`src/hw/pscg_defines.svh`:
```
// Register map, field positions and reset values of the system clock generator.
// Assumes inclusion by bare name from the package only; the clock generator module uses its macros without including it.
`ifndef PSCG_DEFINES_SVH
`define PSCG_DEFINES_SVH

`define PSCG_ADDR_CFG1       16'h1C1E
`define PSCG_ADDR_CFG2       16'h1C1F
`define PSCG_ADDR_MULT       16'h1C20
`define PSCG_ADDR_REFDIV     16'h1C21
`define PSCG_ADDR_SETUP      16'h1C22
`define PSCG_ADDR_OUTDIV     16'h1C23

`define PSCG_CFG2_SEL_BIT    0
`define PSCG_CFG2_STRAP_BIT  3
`define PSCG_MULT_EN_BIT     15
`define PSCG_MULT_RSV_HI     14
`define PSCG_MULT_RSV_LO     13
`define PSCG_MULT_PWRDN_BIT  12
`define PSCG_REFDIV_BYP_BIT  15
`define PSCG_OUTDIV_EN_BIT   9
`define PSCG_RATIO_HI        11
`define PSCG_POST_DIVIDE_RATIO_HI      7

`define PSCG_MULT_RESET      16'h1000
`define PSCG_SETUP_RESET     16'h0806
`define PSCG_ZERO16          16'h0000
`define PSCG_REF_OFFSET      13'h0004
`define PSCG_MULT_OFFSET     13'h0004
`define PSCG_POST_OFFSET     13'h0001
`define PSCG_LOCK_TIME_MS    4

`endif

```
`src/hw/pscg_pkg.sv`:
```
// Types shared by the system clock generator modules.
// Assumes nothing beyond the defines header.
package pscg_pkg;
  `include "pscg_defines.svh"

  typedef enum logic [2:0] {
    PSCG_SRC_BYPASS = 3'b001,
    PSCG_SRC_GAP    = 3'b010,
    PSCG_SRC_PLL    = 3'b100
  } pscg_src_state_t;
endpackage : pscg_pkg

```
`src/hw/pscg_divider.sv`:
```
// Level-sampled clock divider: divides a sampled clock level by a programmable value.
// Assumes the input level is synchronous to sys_clk_i and much slower than it.
module pscg_divider
  import pscg_pkg::*;
(
  // Clock and reset
  input  wire logic        sys_clk_i,
  input  wire logic        rst_b_i,
  // Divider
  input  wire logic        clk_lvl_i,
  input  wire logic [12:0] divide_i,
  output logic             clk_lvl_o
);
  logic        prev_q;
  logic [12:0] cnt_q;
  logic        rise;

  assign rise = clk_lvl_i & ~prev_q;

  always_ff @(posedge sys_clk_i or negedge rst_b_i)
  begin
    if (!rst_b_i)
      prev_q <= 1'b0;
    else
      prev_q <= clk_lvl_i;
  end

  // A ratio change takes effect at the next rising level, so a running count can be cut short or stretched.
  always_ff @(posedge sys_clk_i or negedge rst_b_i)
  begin
    if (!rst_b_i)
    begin
      cnt_q     <= 13'h0000;
      clk_lvl_o <= 1'b0;
    end
    else if (divide_i == 13'h0001)
    begin
      // Divide by one passes the level through; the wrap test alone would hold it high.
      clk_lvl_o <= clk_lvl_i;
    end
    else if (rise)
    begin
      if (cnt_q >= divide_i - 13'h0001)
        cnt_q <= 13'h0000;
      else
        cnt_q <= cnt_q + 13'h0001;
      clk_lvl_o <= (cnt_q >= divide_i - 13'h0001) || ((cnt_q + 13'h0001) < (divide_i >> 1));
    end
  end
endmodule : pscg_divider

```
`src/hw/pscg_clock_gen.sv`:
```
// System clock generator control: registers, reference and output dividers and
// the glitch-free switch between bypass and PLL sources.
// Assumes the CPU I/O port and all clock levels are synchronous to sys_clk_i.
//
// Function
// - No lock status exists; lock is only assumed after a fixed bypass wait.
// - Source switching in either direction produces no glitch or short period.
// - Reference divider bypass chooses direct or divided reference as PLL input.
// - Post-divider enable chooses divided or undivided PLL output.
// - PLL multiplication factor equals the feedback field plus 4.
// - Registers sit in CPU I/O space at 16-bit word addresses.
// - Source select resets to 0, so the system clock starts in bypass.
// - Power-down bit powers the PLL down when 1 and resets to 1.
// - The reference divider divides by the programmed ratio plus 4.
module pscg_clock_gen
  import pscg_pkg::*;
(
  // Clock and reset
  input  wire logic        sys_clk_i,
  input  wire logic        rst_b_i,
  // CPU I/O port
  input  wire logic [15:0] io_addr_i,
  input  wire logic        io_wr_i,
  input  wire logic        io_rd_i,
  input  wire logic [15:0] io_wdata_i,
  output logic      [15:0] io_rdata_o,
  // Clock sources and strap
  input  wire logic        external_input_clock_i,
  input  wire logic        rtc_clock_i,
  input  wire logic        clock_strap_i,
  input  wire logic        pll_output_clock_i,
  // PLL control
  output logic             pll_power_down_o,
  output logic             pll_enable_bit15_o,
  output logic      [12:0] pll_multiplier_o,
  output logic      [15:0] pll_setup_o,
  output logic             pll_reference_input_o,
  // System clock
  output logic             core_system_clock_o,
  output logic             pll_mode_active_o
);
  logic [1:0]      rst_sync_q;
  logic            rst_b;
  logic            sel_q;
  logic            strap_q;
  logic            strap_taken_q;
  logic [15:0]     mult_q;
  logic            ref_byp_q;
  logic [11:0]     ref_ratio_q;
  logic [15:0]     setup_q;
  logic            post_en_q;
  logic [7:0]      post_ratio_q;
  logic            ref_div_lvl;
  logic            post_div_lvl;
  logic            bypass_src;
  logic            pll_gated;
  logic            pll_src;
  pscg_src_state_t state_q;

  assign rst_b = rst_sync_q[1];

  always_ff @(posedge sys_clk_i or negedge rst_b_i)
  begin
    if (!rst_b_i)
      rst_sync_q <= 2'b00;
    else
      rst_sync_q <= {rst_sync_q[0], 1'b1};
  end

  // The strap is caught once after reset release and then held.
  always_ff @(posedge sys_clk_i or negedge rst_b)
  begin
    if (!rst_b)
    begin
      strap_q       <= 1'b0;
      strap_taken_q <= 1'b0;
    end
    else if (!strap_taken_q)
    begin
      strap_q       <= clock_strap_i;
      strap_taken_q <= 1'b1;
    end
  end

  // Register writes; addresses outside the map are ignored.
  always_ff @(posedge sys_clk_i or negedge rst_b)
  begin
    if (!rst_b)
    begin
      sel_q        <= 1'b0;
      mult_q       <= `PSCG_MULT_RESET;
      ref_byp_q    <= 1'b0;
      ref_ratio_q  <= 12'h000;
      setup_q      <= `PSCG_SETUP_RESET;
      post_en_q    <= 1'b0;
      post_ratio_q <= 8'h00;
    end
    else if (io_wr_i)
    begin
      case (io_addr_i)
        `PSCG_ADDR_CFG2:   sel_q <= io_wdata_i[`PSCG_CFG2_SEL_BIT];
        `PSCG_ADDR_MULT:   mult_q <= io_wdata_i;
        `PSCG_ADDR_REFDIV:
        begin
          ref_byp_q   <= io_wdata_i[`PSCG_REFDIV_BYP_BIT];
          ref_ratio_q <= io_wdata_i[`PSCG_RATIO_HI:0];
        end
        `PSCG_ADDR_SETUP:  setup_q <= io_wdata_i;
        `PSCG_ADDR_OUTDIV:
        begin
          post_en_q    <= io_wdata_i[`PSCG_OUTDIV_EN_BIT];
          post_ratio_q <= io_wdata_i[`PSCG_POST_DIVIDE_RATIO_HI:0];
        end
        default:           sel_q <= sel_q;
      endcase
    end
  end

  // Registered read data; unmapped addresses and the first config register read zero.
  // No lock flag exists anywhere in the map.
  always_ff @(posedge sys_clk_i or negedge rst_b)
  begin
    if (!rst_b)
      io_rdata_o <= `PSCG_ZERO16;
    else if (io_rd_i)
    begin
      io_rdata_o <= `PSCG_ZERO16;
      case (io_addr_i)
        `PSCG_ADDR_CFG2:
        begin
          io_rdata_o[`PSCG_CFG2_SEL_BIT]   <= sel_q;
          io_rdata_o[`PSCG_CFG2_STRAP_BIT] <= strap_q;
        end
        `PSCG_ADDR_MULT:   io_rdata_o <= mult_q;
        `PSCG_ADDR_REFDIV:
        begin
          io_rdata_o[`PSCG_REFDIV_BYP_BIT] <= ref_byp_q;
          io_rdata_o[`PSCG_RATIO_HI:0]     <= ref_ratio_q;
        end
        `PSCG_ADDR_SETUP:  io_rdata_o <= setup_q;
        `PSCG_ADDR_OUTDIV:
        begin
          io_rdata_o[`PSCG_OUTDIV_EN_BIT]  <= post_en_q;
          io_rdata_o[`PSCG_POST_DIVIDE_RATIO_HI:0]   <= post_ratio_q;
        end
        default:           io_rdata_o <= `PSCG_ZERO16;
      endcase
    end
  end

  assign bypass_src = strap_q ? external_input_clock_i : rtc_clock_i;
  // A powered-down PLL is treated as a silent source.
  assign pll_gated  = pll_output_clock_i & ~mult_q[`PSCG_MULT_PWRDN_BIT];

  pscg_divider u_ref_div (
    .sys_clk_i (sys_clk_i),
    .rst_b_i   (rst_b),
    .clk_lvl_i (bypass_src),
    .divide_i  ({1'b0, ref_ratio_q} + `PSCG_REF_OFFSET),
    .clk_lvl_o (ref_div_lvl)
  );

  pscg_divider u_post_div (
    .sys_clk_i (sys_clk_i),
    .rst_b_i   (rst_b),
    .clk_lvl_i (pll_gated),
    .divide_i  ({5'b0_0000, post_ratio_q} + `PSCG_POST_OFFSET),
    .clk_lvl_o (post_div_lvl)
  );

  assign pll_src = post_en_q ? post_div_lvl : pll_gated;

  // PLL control outputs.
  always_ff @(posedge sys_clk_i or negedge rst_b)
  begin
    if (!rst_b)
    begin
      pll_power_down_o      <= 1'b1;
      pll_enable_bit15_o    <= 1'b0;
      pll_multiplier_o      <= `PSCG_MULT_OFFSET;
      pll_setup_o           <= `PSCG_SETUP_RESET;
      pll_reference_input_o <= 1'b0;
    end
    else
    begin
      pll_power_down_o      <= mult_q[`PSCG_MULT_PWRDN_BIT];
      pll_enable_bit15_o    <= mult_q[`PSCG_MULT_EN_BIT];
      pll_multiplier_o      <= {1'b0, mult_q[`PSCG_RATIO_HI:0]} + `PSCG_MULT_OFFSET;
      pll_setup_o           <= setup_q;
      pll_reference_input_o <= ref_byp_q ? bypass_src : ref_div_lvl;
    end
  end

  // Glitch-free switch: leave a source only while it is low, hold the output low,
  // and join the new source only while it is low, so no high phase is ever cut.
  always_ff @(posedge sys_clk_i or negedge rst_b)
  begin
    if (!rst_b)
    begin
      state_q             <= PSCG_SRC_BYPASS;
      core_system_clock_o <= 1'b0;
      pll_mode_active_o   <= 1'b0;
    end
    else
    begin
      case (state_q)
        PSCG_SRC_BYPASS:
        begin
          // Held low until the strap is caught, so the wrong source never leaks out.
          core_system_clock_o <= bypass_src & strap_taken_q;
          if (sel_q && !bypass_src)
          begin
            state_q             <= PSCG_SRC_GAP;
            core_system_clock_o <= 1'b0;
          end
        end
        PSCG_SRC_PLL:
        begin
          core_system_clock_o <= pll_src;
          if (!sel_q && !pll_src)
          begin
            state_q             <= PSCG_SRC_GAP;
            core_system_clock_o <= 1'b0;
          end
        end
        PSCG_SRC_GAP:
        begin
          core_system_clock_o <= 1'b0;
          if (sel_q && !pll_src)
          begin
            state_q           <= PSCG_SRC_PLL;
            pll_mode_active_o <= 1'b1;
          end
          else if (!sel_q && !bypass_src)
          begin
            state_q           <= PSCG_SRC_BYPASS;
            pll_mode_active_o <= 1'b0;
          end
        end
        default:
        begin
          state_q             <= PSCG_SRC_BYPASS;
          core_system_clock_o <= 1'b0;
          pll_mode_active_o   <= 1'b0;
        end
      endcase
    end
  end
endmodule : pscg_clock_gen

```
`config.mk`:
```
export PLATFORM = sky130hd
export DESIGN_NAME = pscg_clock_gen
export DESIGN_NICKNAME = d
export VERILOG_FILES = /design/src/hw/pscg_pkg.sv /design/src/hw/pscg_divider.sv /design/src/hw/pscg_clock_gen.sv
export VERILOG_INCLUDE_DIRS = /design/src /design/src/hw
export SDC_FILE = /design/constraint.sdc
export NUM_CORES = 1
export LEC_CHECK = 0
export BUFFER_PORTS_ARGS = -buffer_cell sky130_fd_sc_hd__buf_2
export CAP_MARGIN = 10
export CORE_AREA = 8 8 175 177
export CTS_CLUSTER_DIAMETER = 50
export CTS_CLUSTER_SIZE = 20
export DETAILED_ROUTE_END_ITERATION = 8
export DIE_AREA = 0 0 183 185
export PLACE_DENSITY_LB_ADDON = 0.2
export SLEW_MARGIN = 10
export SYNTH_ARGS = -nofsm -noshare
export SYNTH_HDL_FRONTEND = slang
export SYNTH_HIERARCHICAL = 1
export SYNTH_SLANG_ARGS = --single-unit
```
`constraint.sdc`:
```
create_clock -name sys_clk_i -period 4.24 [get_ports sys_clk_i]
set_input_delay 0.848 -clock sys_clk_i [delete_from_list [all_inputs] [get_ports sys_clk_i]]
set_output_delay 0.848 -clock sys_clk_i [all_outputs]
set_load 0.05 [all_outputs]
```
======== After elaboration in Yosys (flattened, before gate mapping) ========
Index checks and enable logic that the tools add are counted.
operators by class
  equal/unequal tests ..................... 13
  reduce and logical (&&, ||, !) cells .... 21
  bitwise gates (word level) .............. 10
  multiplexer cells ....................... 29
  add/subtract/negate cells ............... 7
  magnitude comparators ................... 4
operators with widths
  kind                   number
  $eq 16x13->1 const B   5
  $add 12x3->13 const B  2
  $add 13x1->13 const B  2
  $ge 13x13->1           2
  $mux 13                2
  $pmux 4 s4             1
  $reduce_and 2->1       8
  $eq 13x1->1 const B    1
  $lt 13x12->1           1
  $lt 13x8->1            1
  $sub 13x1->13 const B  1
  $mux 3                 4
  $mux 1                 11
  $pmux 1 s5             2
  $sub 9x1->10 const B   1
  $add 8x1->9 const B    1
  $eq 9x1->1 const B     1
  $pmux 3 s3             1
  $pmux 2 s4             1
  $not 1->1              6
  $pmux 1 s3             2
  $pmux 2 s3             1
  $pmux 3 s2             1
  $and 1x1->1            4
  other kinds (13)       22
word-level totals
  bits of input ports ..................... 40
  register bits ........................... 142
  word-level logic and storage cells ...... 109
  output and inout port bits .............. 50

======== Longest topological paths before layout ========
Gate-level depths: netlist (run 1).
  depth after elaboration ................. 7
  depth in mapped cells ................... 15
  gate-level depth less buffers ........... 15

======== Modules after synthesis ========
The synthesis (run 1) kept the hierarchy.
by module, submodules not included
  module                     sequential area each (um^2)  cells an instance  area an instance (um^2)  times used
  pscg_clock_gen             2815.2                       359                4883.4                   1
  pscg_divider (u_ref_div)   375.4                        196                1704.1                   1
  pscg_divider (u_post_div)  375.4                        187                1621.6                   1

======== Worst setup path before layout (run 1) ========
No wires, ideal clock.
  kind .................................... register to register
  start ................................... register post_ratio_q[0]
  end ..................................... register u_post_div.cnt_q[11]
  data arrival time ....................... 3.032 ns
  cell stages (with the launch flop) ...... 15
  required time ........................... 4.119 ns
  setup time .............................. 0.121 ns
  slack ................................... 1.087 ns
  clock period less this slack ............ 3.153 ns
  path buffers ............................ 1
  cell sequence ........................... dfrtp_1 -> ha_1 -> nand3_1 -> xnor2_1 -> nor4_4 -> nand3_1 -> or3_1 -> xnor2_1 -> ha_1 -> and3_1 -> o2111a_1 -> a21oi_2 -> and3b_1 -> buf_6 -> a22o_1
between the ends
  word-level cells in the longest chain between the ends .. 4
  elaborated cells between the ends (all ways) .. 7
  those cells by class .................... 2 x add/sub; 1 x order compare; 1 x eq/ne; 1 x mux; 1 x bitwise; 1 x reduce/logical
RTL lines
  what                                         RTL line                                text
  start: declaration                           pscg_clock_gen.sv:52                    logic [7:0] post_ratio_q;
  start signal: assignment                     pscg_clock_gen.sv:112                   post_ratio_q <= io_wdata_i[`PSCG_POST_DIVIDE_RATIO_HI:0];
  $add 8x1->9 (no line) *                      --
  $sub 9x1->10 or $eq 9x1->1 (tied branches)   pscg_divider.sv:43, pscg_divider.sv:36
  $ge 13x13->1 or $not 1->1 (tied branches)    --
  $mux 13 or $reduce_and 2->1 (tied branches)  --
  end signal: assignment                       pscg_divider.sv:46                      cnt_q <= cnt_q + 13'h0001;
  end: declaration                             pscg_divider.sv:15                      logic [12:0] cnt_q;
Mark *: on every way between the ends. The rest lies on a longest branch, timed or not.
A chain may end at the register's enable or synchronous reset.

======== Final worst setup path (run 1) ========
  start ................................... register post_ratio_q[0]
  end ..................................... register u_post_div.cnt_q[2]
The elaborated chain is that of the path after synthesis.

==> results.sh, run 1 <==
export IMPL_status="complete, no violations"
export IMPL_synth_area_sq_um=8210
export IMPL_power_leakage_nw=4.58
export IMPL_critPathArrivalTime_ns=4.01
export IMPL_power_w=0.00377
export IMPL_cts_buffers=17
export IMPL_synthDistinctLibCells=72
export IMPL_worstRegToRegCells=13
export IMPL_finalNetCount=946
export IMPL_grt_remaining_overflow=0
export IMPL_drive_above_1_share_pct=25.6
export IMPL_start_kind="register"
export IMPL_hold_path_class="in -> async"
export IMPL_coreArea_sq_um=28100
export IMPL_num_antenna_cells=0
export IMPL_finalHoldViolations=0
export IMPL_ys_seq_area_share_pct=43.4
export IMPL_relSlewSlack_pct=47.0
export IMPL_tns_ns=0
export IMPL_htreeDepth=4
export IMPL_layout_common_cells="dfrtp_1, buf_2, ha_1"
export IMPL_grt_usage_pct=13.2
export IMPL_drt_iter0_markers=311
export IMPL_yosysTopAreaCell="dfrtp_1"
export IMPL_instances_no_fill=1246
export IMPL_drc=0
export IMPL_cts_tree="built"
export IMPL_worst_pin_slew_ns=0.794
export IMPL_rsz0062_at_grt="no"
export IMPL_routabilityCongestion=0.785
export IMPL_worstPathRequired_ns=4.57
export IMPL_antenna_found_initial=1
export IMPL_syn_avg_cell_area_sq_um=11.1
export IMPL_dpl_hpwl_microns=16600
export IMPL_fill_cells=2923
export IMPL_max_vdd_ir_drop_mv=0.248
export IMPL_wl_per_cell_microns=17.5
export IMPL_area_growth_pct=18.4
export IMPL_finalCriticalPeriod_ns=3.67
export IMPL_r2r_slack_ns=0.57
export IMPL_clock_skew_ns=0.0131
export IMPL_vias=5898
export IMPL_synth_seq_cells=142
export IMPL_critPathMaxFanout=8
export IMPL_max_cap_violations=0
export IMPL_dpl_cell_area_sq_um=9110
export IMPL_ys_async_sr_fraction_pct=100
export IMPL_postCtsResizedCells=0
export IMPL_io_pins=90
export IMPL_synth_top_flop_cell="dfrtp_1"
export IMPL_wl_met3_microns=663
export IMPL_synthDominantCellAreaShare_pct=40.2
export IMPL_path_clk_slew_ns=0.07
export IMPL_grt_pass1_vias=6084
export IMPL_fin_area_sq_um=9720
export IMPL_die_w_microns=183
export IMPL_die_area_sq_um=33900
export IMPL_synthCells=742
export IMPL_final_common_cell="dfrtp_1"
export IMPL_grt_pass1_wl_microns=34600
export IMPL_r2r_end="u_post_div/cnt_q[2]"
export IMPL_drt_total_wl_microns=21800
export IMPL_finalMaxSlewViolations=0
export IMPL_synth_top_cells_by_area="dfrtp_1, ha_1, mux2_2"
export IMPL_path_class="reg -> reg"
export IMPL_worst_setup_path_end_kind="register"
export IMPL_ctsLongestPathBuffers=2
export IMPL_grt_max_degree=84
export IMPL_dr_pass1_iters=4
export IMPL_ant_nets=0
export IMPL_die_h_microns=185
export IMPL_p_per_area_nw_per_um2=387
export IMPL_max_freq_mhz=272
export IMPL_cts_setup_buffers=0
export IMPL_rr_startpoint="post_ratio_q[0]"
export IMPL_synth_edff_count=0
export IMPL_cts_hold_buffers_added=0
export IMPL_clock_sinks=142
export IMPL_met2WireLength_microns=10900
export IMPL_clock_root_buffer="clkbuf_16"
export IMPL_hold_ws_ns=0.190
export IMPL_setup_violations=0
export IMPL_setup_worst_path_start="post_ratio_q[0]"
export IMPL_num_rows=62
export IMPL_fin_crit_sh_pct=86.6
export IMPL_dp_cells=1214
export IMPL_port_buffer_count=89
export IMPL_worstSkewPairLatency_ns=0.43
export IMPL_highest_layer="met5"
export IMPL_yosysWarnings=6
export IMPL_vias_per_cell=4.73
export IMPL_start_util_pct=29.2
export IMPL_wl_met1_microns=9980
==> stage by stage <==
step,setup slack [ns],utilization (%)
after CTS,0.596,34.6
after global placement,0.704,32.4
after global routing,0.230,34.6
after floorplan,0.00813,-
after detailed placement,0.613,32.4
final,0.569,34.6
==> state kept, by name, indices dropped and copies added (netlist names), 2 cells and up <==
register          flops
u_post_div/cnt_q     13
mult_q               16
state_q               3
post_ratio_q          8
ref_ratio_q          12
rst_sync_q            2
pll_setup_o          16
setup_q              16
u_ref_div/cnt_q      13
io_rdata_o           16
pll_multiplier_o     13
==> routing by layer <==
metal	GRT usage [%]	vias to the layer above
met1	16.8	2901
li1	-	2905
met5	0	-
met3	2.53	17
met2	22.6	73
met4	3.51	2
==> logic make-up after synthesis <==
group	share of synthesized area (%)
muxes	11.6
DFF	43.4
xor gates and xnor gates	6.51
AOI/OAI and AO/OA	10.3
buffers and inverters	3.67
and+or+nand+nor	15.7
adders and majority gates	8.69
other	0.0915
==> synthesized netlist by cell type, drive strengths merged (5+ instances only) <==
cell type,n
dfrtp,132
ha,57
mux2,56
inv,50
nand2,47
xnor2,46
nand3,40
nor2,27
o21ai,27
a21oi,20
nand4,20
and3,17
xor2,15
a22o,13
buf,12
nor2b,12
dfstp,10
nor3,10
o2bb2ai,10
a31oi,9
and4,9
mux4,9
mux2i,8
nor4,8
nand2b,6
a21o,5
a31o,5
and2,5
clkbuf,5
o21a,5
o31ai,5
==> how the worst max path moves through the flow <==
stage / endpoint / slack (ns) / depth (start not counted)
floorplan: core_system_clock_o / 0.008 / 0
global placement: u_post_div/clk_lvl_o / 0.70 / 13
detailed placement: u_post_div/cnt_q[2] / 0.61 / 13
CTS: u_post_div/cnt_q[1] / 0.60 / 13
global route: u_post_div/cnt_q[8] / 0.23 / 13
finish: u_post_div/cnt_q[2] / 0.57 / 13
==> area by class of cell <==
class / count / area [sq um] / area share (%)
Clock inverter: 14 / 173 / 1.78
Inverter: 50 / 188 / 1.93
Tap cell: 384 / 480 / 4.94
Sequential cell: 142 / 3570 / 36.7
Timing Repair Buffer: 92 / 480 / 4.94
Multi-Input combinational cell: 546 / 4390 / 45.2
Clock buffer: 18 / 439 / 4.52
==> worst max-delay path, stage by stage (launching register included) <==
cell	delay (ns)
dfrtp_1	0.43
ha_1	0.21
nand3_1	0.12
xnor2_1	0.19
nor4_4	0.44
nand3_1	0.18
or3_1	0.36
xnor2_1	0.14
ha_1	0.26
and3_1	0.18
o2111a_1	0.13
a21oi_2	0.35
nand4_1	0.33
o21ai_0	0.26
==> report_power, final <==
part / internal [W] / switching (W) / total [W] / leakage (nW)
registers: 0.00143 / 0.000110 / 0.00154 / 1.90
logic: 0.000264 / 0.000398 / 0.000662 / 2.37
clock network: 0.000905 / 0.000663 / 0.00157 / 0.299
total: 0.00259 / 0.00117 / 0.00377 / 4.58
Note: power is estimated with default switching activity, not from simulation.
==> inputs of run 2 (changes only) <==
--- a/config.mk
+++ b/config.mk
@@ -8,11 +8,14 @@
 export LEC_CHECK = 0
 export BUFFER_PORTS_ARGS = -buffer_cell sky130_fd_sc_hd__buf_2
 export CAP_MARGIN = 10
+export CELL_PAD_IN_SITES_DETAIL_PLACEMENT = 0
+export CELL_PAD_IN_SITES_GLOBAL_PLACEMENT = 1
 export CORE_AREA = 8 8 175 177
 export CTS_CLUSTER_DIAMETER = 50
 export CTS_CLUSTER_SIZE = 20
 export DETAILED_ROUTE_END_ITERATION = 8
 export DIE_AREA = 0 0 183 185
+export GPL_ROUTABILITY_DRIVEN = 1
 export PLACE_DENSITY_LB_ADDON = 0.2
 export SLEW_MARGIN = 10
 export SYNTH_ARGS = -nofsm -noshare
==> run 2 against run 1 <==
Compared with the run above:
- cell count about the same
- core utilization hardly changed
- global-route usage is 0.74 points higher
- maximum frequency is 0.66% lower
- worst setup slack worse by 0.024 ns
- via count up 0.73%
- routed wire length grew 3.3%
- first-iteration DRC count increased by 9.0%
- die area stayed put
- flip-flop and latch count did not move
==> results.sh, run 2 (same netlist as run 1, synthesis figures left out) <==
export IMPL_grt_pass1_vias=6280
export IMPL_p_per_area_nw_per_um2=387
export IMPL_fill_cells=2925
export IMPL_ctsLongestPathBuffers=2
export IMPL_die_area_sq_um=33900
export IMPL_dr_pass1_iters=4
export IMPL_drt_total_wl_microns=22500
export IMPL_rsz0062_at_grt="no"
export IMPL_coreArea_sq_um=28100
export IMPL_relSlewSlack_pct=36.4
export IMPL_setup_violations=0
export IMPL_max_freq_mhz=271
export IMPL_finalCriticalPeriod_ns=3.70
export IMPL_max_cap_violations=0
export IMPL_finalNetCount=946
export IMPL_clock_sinks=142
export IMPL_max_vdd_ir_drop_mv=0.227
export IMPL_postCtsResizedCells=0
export IMPL_path_clk_slew_ns=0.07
export IMPL_cpPeakStageDelay_ns=0.44
export IMPL_critPathTopFamily="simple AND/OR/NAND/NOR gates"
export IMPL_dp_cells=1214
export IMPL_status="complete, no violations"
export IMPL_dpl_hpwl_microns=17000
export IMPL_hold_path_class="in -> async"
export IMPL_drt_iter0_markers=339
export IMPL_rr_startpoint="post_ratio_q[0]"
export IMPL_die_h_microns=185
export IMPL_ant_nets=0
export IMPL_wl_per_cell_microns=18.1
export IMPL_final_common_cell="dfrtp_1"
export IMPL_path_class="reg -> reg"
export IMPL_cts_hold_buffers_added=0
export IMPL_vias=5941
export IMPL_grt_remaining_overflow=0
export IMPL_routabilityCongestion=0.795
export IMPL_crit_chain="ha_1 -> nand3_1 -> xnor2_1 -> nor4_4 -> nand3_1 -> or3_1 -> xnor2_1 -> ha_1 -> and3_1 -> o2111a_1 -> a21oi_2 -> nand4_1 -> o21ai_0"
export IMPL_vias_per_cell=4.76
export IMPL_die_w_microns=183
export IMPL_htreeDepth=4
export IMPL_grt_usage_pct=13.9
export IMPL_antenna_found_initial=3
export IMPL_instances_no_fill=1247
export IMPL_grt_pass1_wl_microns=36500
export IMPL_drive_above_1_share_pct=25.6
export IMPL_start_kind="register"
export IMPL_tns_ns=0
export IMPL_cts_tree="built"
export IMPL_worst_pin_slew_ns=0.954
export IMPL_cp_slowest_cell="dfrtp_1"
export IMPL_clock_root_buffer="clkbuf_16"
export IMPL_clock_skew_ns=0.0208
export IMPL_worstPathRequired_ns=4.57
export IMPL_drc=0
export IMPL_worstPathBufferInverterCount=0
export IMPL_layout_common_cells="dfrtp_1, buf_2, ha_1"
export IMPL_finalMaxSlewViolations=0
export IMPL_critPathArrivalTime_ns=4.02
export IMPL_setup_worst_path_start="post_ratio_q[0]"
export IMPL_num_rows=62
export IMPL_worst_setup_path_end_kind="register"
export IMPL_start_util_pct=29.2
export IMPL_cts_buffers=17
export IMPL_finalHoldViolations=0
export IMPL_worstSkewPairLatency_ns=0.44
export IMPL_fin_crit_sh_pct=87.2
export IMPL_area_growth_pct=18.5
export IMPL_port_buffer_count=89
export IMPL_critPathMaxFanout=8
export IMPL_power_leakage_nw=4.58
export IMPL_cts_setup_buffers=0
export IMPL_io_pins=90
export IMPL_grt_max_degree=72
## run 2: area by class of cell
cell class / instances / area, sq um / share of cell area (%)
multi-input cells: 546 / 4390 / 45.1
flip-flops and latches: 142 / 3570 / 36.7
repair buffers: 92 / 480 / 4.94
well taps: 384 / 480 / 4.94
clock buffers: 17 / 425 / 4.37
clock inverters: 15 / 189 / 1.94
inverters: 50 / 188 / 1.93
diodes: 1 / 2.50 / 0.0257
## run 2: final timing paths
check	endpoint	slack [ns]	cells past startpoint
max in group asynchronous	pll_setup_o[1]	2.79	1
hold / removal	rst_sync_q[1]	0.19	1
hold reg to reg	rst_sync_q[1]	0.36	0
setup reg to reg	u_post_div/cnt_q[0]	0.54	13
min in group sys_clk_i	rst_sync_q[1]	0.36	0
setup / recovery	u_post_div/cnt_q[0]	0.54	13
## run 2: worst reg2reg max path, stage by stage, from the launching register on
cell      delay [ns]
dfrtp_1         0.44
ha_1            0.21
nand3_1         0.13
xnor2_1         0.20
nor4_4          0.44
nand3_1         0.18
or3_1           0.36
xnor2_1         0.14
ha_1            0.26
and3_1          0.19
o2111a_1        0.14
a21oi_2         0.33
nand4_1         0.34
o21ai_0         0.27
## run 2: per-layer routing
metal  routed length (microns)  track usage (%)
met2                     11000             23.4
met4                       265             4.00
met5                        23                0
met1                     10500             17.9
met3                       727             2.92
## run 2: power breakdown
group	internal (W)	switching [W]
Sequential	0.00142	0.000111
Combinational	0.000264	0.000399
Clock	0.000853	0.000707
Total	0.00254	0.00122
## run 2: per-stage QoR
stage	utilization [%]	power, W	setup WS [ns]	instance area [sq um]	hold WS, ns
4_1_cts	34.6	0.00382	0.540	9720	0.161
2_1_floorplan	-	0.00201	0.00813	8260	0.331
5_1_grt	34.6	0.00397	0.197	9720	0.169
6_report	34.6	0.00376	0.544	9730	0.189
3_3_place_gp	32.4	0.00223	0.708	9110	0.340
3_5_place_dp	32.4	0.00223	0.546	9110	0.339
==> inputs of run 3 (changes only) <==
--- a/config.mk
+++ b/config.mk
@@ -17,6 +17,7 @@
 export DIE_AREA = 0 0 183 185
 export GPL_ROUTABILITY_DRIVEN = 1
 export PLACE_DENSITY_LB_ADDON = 0.2
+export RECOVER_POWER = 25
 export SLEW_MARGIN = 10
 export SYNTH_ARGS = -nofsm -noshare
 export SYNTH_HDL_FRONTEND = slang
==> constraint.sdc (replaced) <==
create_clock -name sys_clk_i -period 3.94 [get_ports sys_clk_i]
set_input_delay 0.788 -clock sys_clk_i [delete_from_list [all_inputs] [get_ports sys_clk_i]]
set_output_delay 0.788 -clock sys_clk_i [all_outputs]
set_load 0.05 [all_outputs]
==> run 3 against run 2 <==
Compared with the run above:
- the flow now finishes with violations (capacitance limit, slew limit)
- design area decreased by 0.32%
- highest routed layer unchanged
- sequential power rose by 7%
- global-route usage is 0.17 points lower
- first-iteration DRC count increased by 23%
- register-to-register slack got worse by 0.25 ns
- cell count did not move
- maximum frequency increased by 1.3%
- critical path depth unchanged
- combinational power grew 9.0%
==> results.sh, run 3 (same netlist as run 1, synthesis figures left out) <==
export IMPL_clock_skew_ns=0.0210
export IMPL_register_area_sq_um=3570
export IMPL_power_leakage_nw=4.57
export IMPL_max_cap_violations=1
export IMPL_io_pins=90
export IMPL_status="complete, but fails checks"
export IMPL_worstSkewPairLatency_ns=0.44
export IMPL_multi_input_area_sq_um=4390
export IMPL_htreeDepth=4
export IMPL_instances_no_fill=1247
export IMPL_combPwrFrac_pct=17.9
export IMPL_fin_crit_sh_pct=92.6
export IMPL_grt_usage_pct=13.8
export IMPL_internal_power_w=0.00273
export IMPL_cts_hold_buffers_added=0
export IMPL_finalCriticalPeriod_ns=3.65
export IMPL_postCtsResizedCells=0
export IMPL_r2r_slack_ns=0.29
export IMPL_ctsLongestPathBuffers=2
export IMPL_grt_pass1_wl_microns=35800
export IMPL_max_vdd_ir_drop_mv=0.264
export IMPL_hold_ws_ns=0.115
export IMPL_critPathMaxFanout=8
export IMPL_start_kind="register"
export IMPL_path_clk_slew_ns=0.08
export IMPL_clock_sinks=142
export IMPL_ant_nets=0
export IMPL_hold_path_class="in -> async"
export IMPL_num_rows=62
export IMPL_tns_ns=0
export IMPL_dr_pass1_iters=5
export IMPL_rsz0062_at_grt="no"
export IMPL_setup_violations=0
export IMPL_clock_root_buffer="clkbuf_16"
export IMPL_die_h_microns=185
export IMPL_rr_startpoint="post_ratio_q[0]"
export IMPL_layout_common_cells="dfrtp_1, buf_2, ha_1"
export IMPL_coreArea_sq_um=28100
export IMPL_violations="capacitance limit, slew limit"
export IMPL_power_w=0.00403
export IMPL_worst_setup_path_end_kind="register"
export IMPL_finalNetCount=947
export IMPL_antenna_found_initial=3
export IMPL_finalHoldViolations=0
export IMPL_dpl_hpwl_microns=17000
export IMPL_grt_max_degree=96
export IMPL_pwr_share_clk_pct=41.2
export IMPL_port_buffer_count=89
export IMPL_path_class="reg -> reg"
export IMPL_utilization_pct=34.5
export IMPL_final_common_cell="dfrtp_1"
export IMPL_p_sw_share_pct=32.4
export IMPL_p_seq_share_pct=40.8
export IMPL_vias=5958
export IMPL_r2r_end="u_post_div/cnt_q[11]"
export IMPL_start_util_pct=29.2
export IMPL_worstRegToRegCells=13
export IMPL_relSlewSlack_pct=-28.3
export IMPL_finalMaxSlewViolations=47
export IMPL_wl_per_cell_microns=18.2
export IMPL_drive_above_1_share_pct=24.9
export IMPL_grt_pass1_vias=6166
export IMPL_die_w_microns=183
export IMPL_worstPathRequired_ns=4.30
export IMPL_p_per_area_nw_per_um2=416
export IMPL_num_antenna_cells=0
export IMPL_worst_pin_slew_ns=1.92
export IMPL_dp_cells=1214
export IMPL_critPathArrivalTime_ns=4.01
export IMPL_die_area_sq_um=33900
export IMPL_max_freq_mhz=274
export IMPL_drt_iter0_markers=417
export IMPL_area_growth_pct=18.1
export IMPL_fill_cells=2920
export IMPL_routabilityCongestion=0.778
export IMPL_drc=0
export IMPL_grt_remaining_overflow=0
export IMPL_switchingPower_w=0.00130
export IMPL_cts_buffers=17
export IMPL_vias_per_cell=4.78
export IMPL_drt_total_wl_microns=22700
export IMPL_cts_tree="built"
==> run 3: cell types whose count changed in the layout (fill, tap and decap cells not counted), sizes merged <==
cell      delta
clkbuf       +3
diode        -1
buf          -1
clkinvlp     -1
==> run 3: area by class of cell <==
type                       count  share of cell area [%]
timing repair buffer          93                    4.89
multi-input combinational    546                    45.3
tap                          384                    4.96
inverter                      50                    1.94
clock buffer                  18                    4.43
clock inverter                14                    1.72
sequential                   142                    36.8
==> run 3: power groups by stage <==
stage | clock network [W] | logic, W | registers [W]
after global placement | 0 | 0.000726 | 0.00168
after detailed placement | 0 | 0.000725 | 0.00168
after CTS | 0.00172 | 0.000729 | 0.00165
final | 0.00166 | 0.000723 | 0.00165
after global routing | 0.00177 | 0.000817 | 0.00166
after floorplan | 0 | 0.000483 | 0.00168
==> run 3: repair_timing <==
action                     4_1_cts  5_1_grt
setup endpoints to repair        0        6
hold endpoints to repair         0        0
buffers inserted                 0        1
==> run 3: worst max path at each step <==
stage	slack, ns	cells after the start	to	start
after CTS	0.25	13	u_post_div/cnt_q[5]	post_ratio_q[0]
final	0.29	13	u_post_div/cnt_q[11]	post_ratio_q[0]
after floorplan	0.79	14	u_post_div/cnt_q[11]	post_ratio_q[0]
after detailed placement	0.25	13	u_post_div/cnt_q[0]	post_ratio_q[0]
after global routing	0.02	13	u_post_div/cnt_q[3]	post_ratio_q[0]
after global placement	0.36	13	u_post_div/cnt_q[5]	post_ratio_q[0]
==> run 3: critical path, cell delays in order (launching register included) <==
cell	delay [ns]
dfrtp_1	0.44
ha_1	0.21
nand3_1	0.12
xnor2_1	0.20
nor4_4	0.44
nand3_1	0.17
or3_1	0.35
xnor2_1	0.13
ha_1	0.26
and3_1	0.19
o2111a_1	0.13
a21oi_2	0.35
and3b_1	0.42
a22o_1	0.18
==> run 3: per-layer routing <==
| metal | up-vias | track usage, % | wire (microns) |
|---|---|---|---|
| met5 | - | 0 | 36 |
| met4 | 6 | 4.13 | 250 |
| met3 | 20 | 3.08 | 821 |
| met2 | 83 | 22.7 | 11100 |
| met1 | 2936 | 17.8 | 10500 |
| li1 | 2913 | - | - |
==> run 3: stage by stage <==
stage               worst slack [ns]  instance area (sq um)
detailed placement             0.247                   9110
global placement               0.360                   9110
floorplan                      0.787                   8260
global route                  0.0212                   9690
finish                         0.291                   9690
CTS                            0.245                   9700
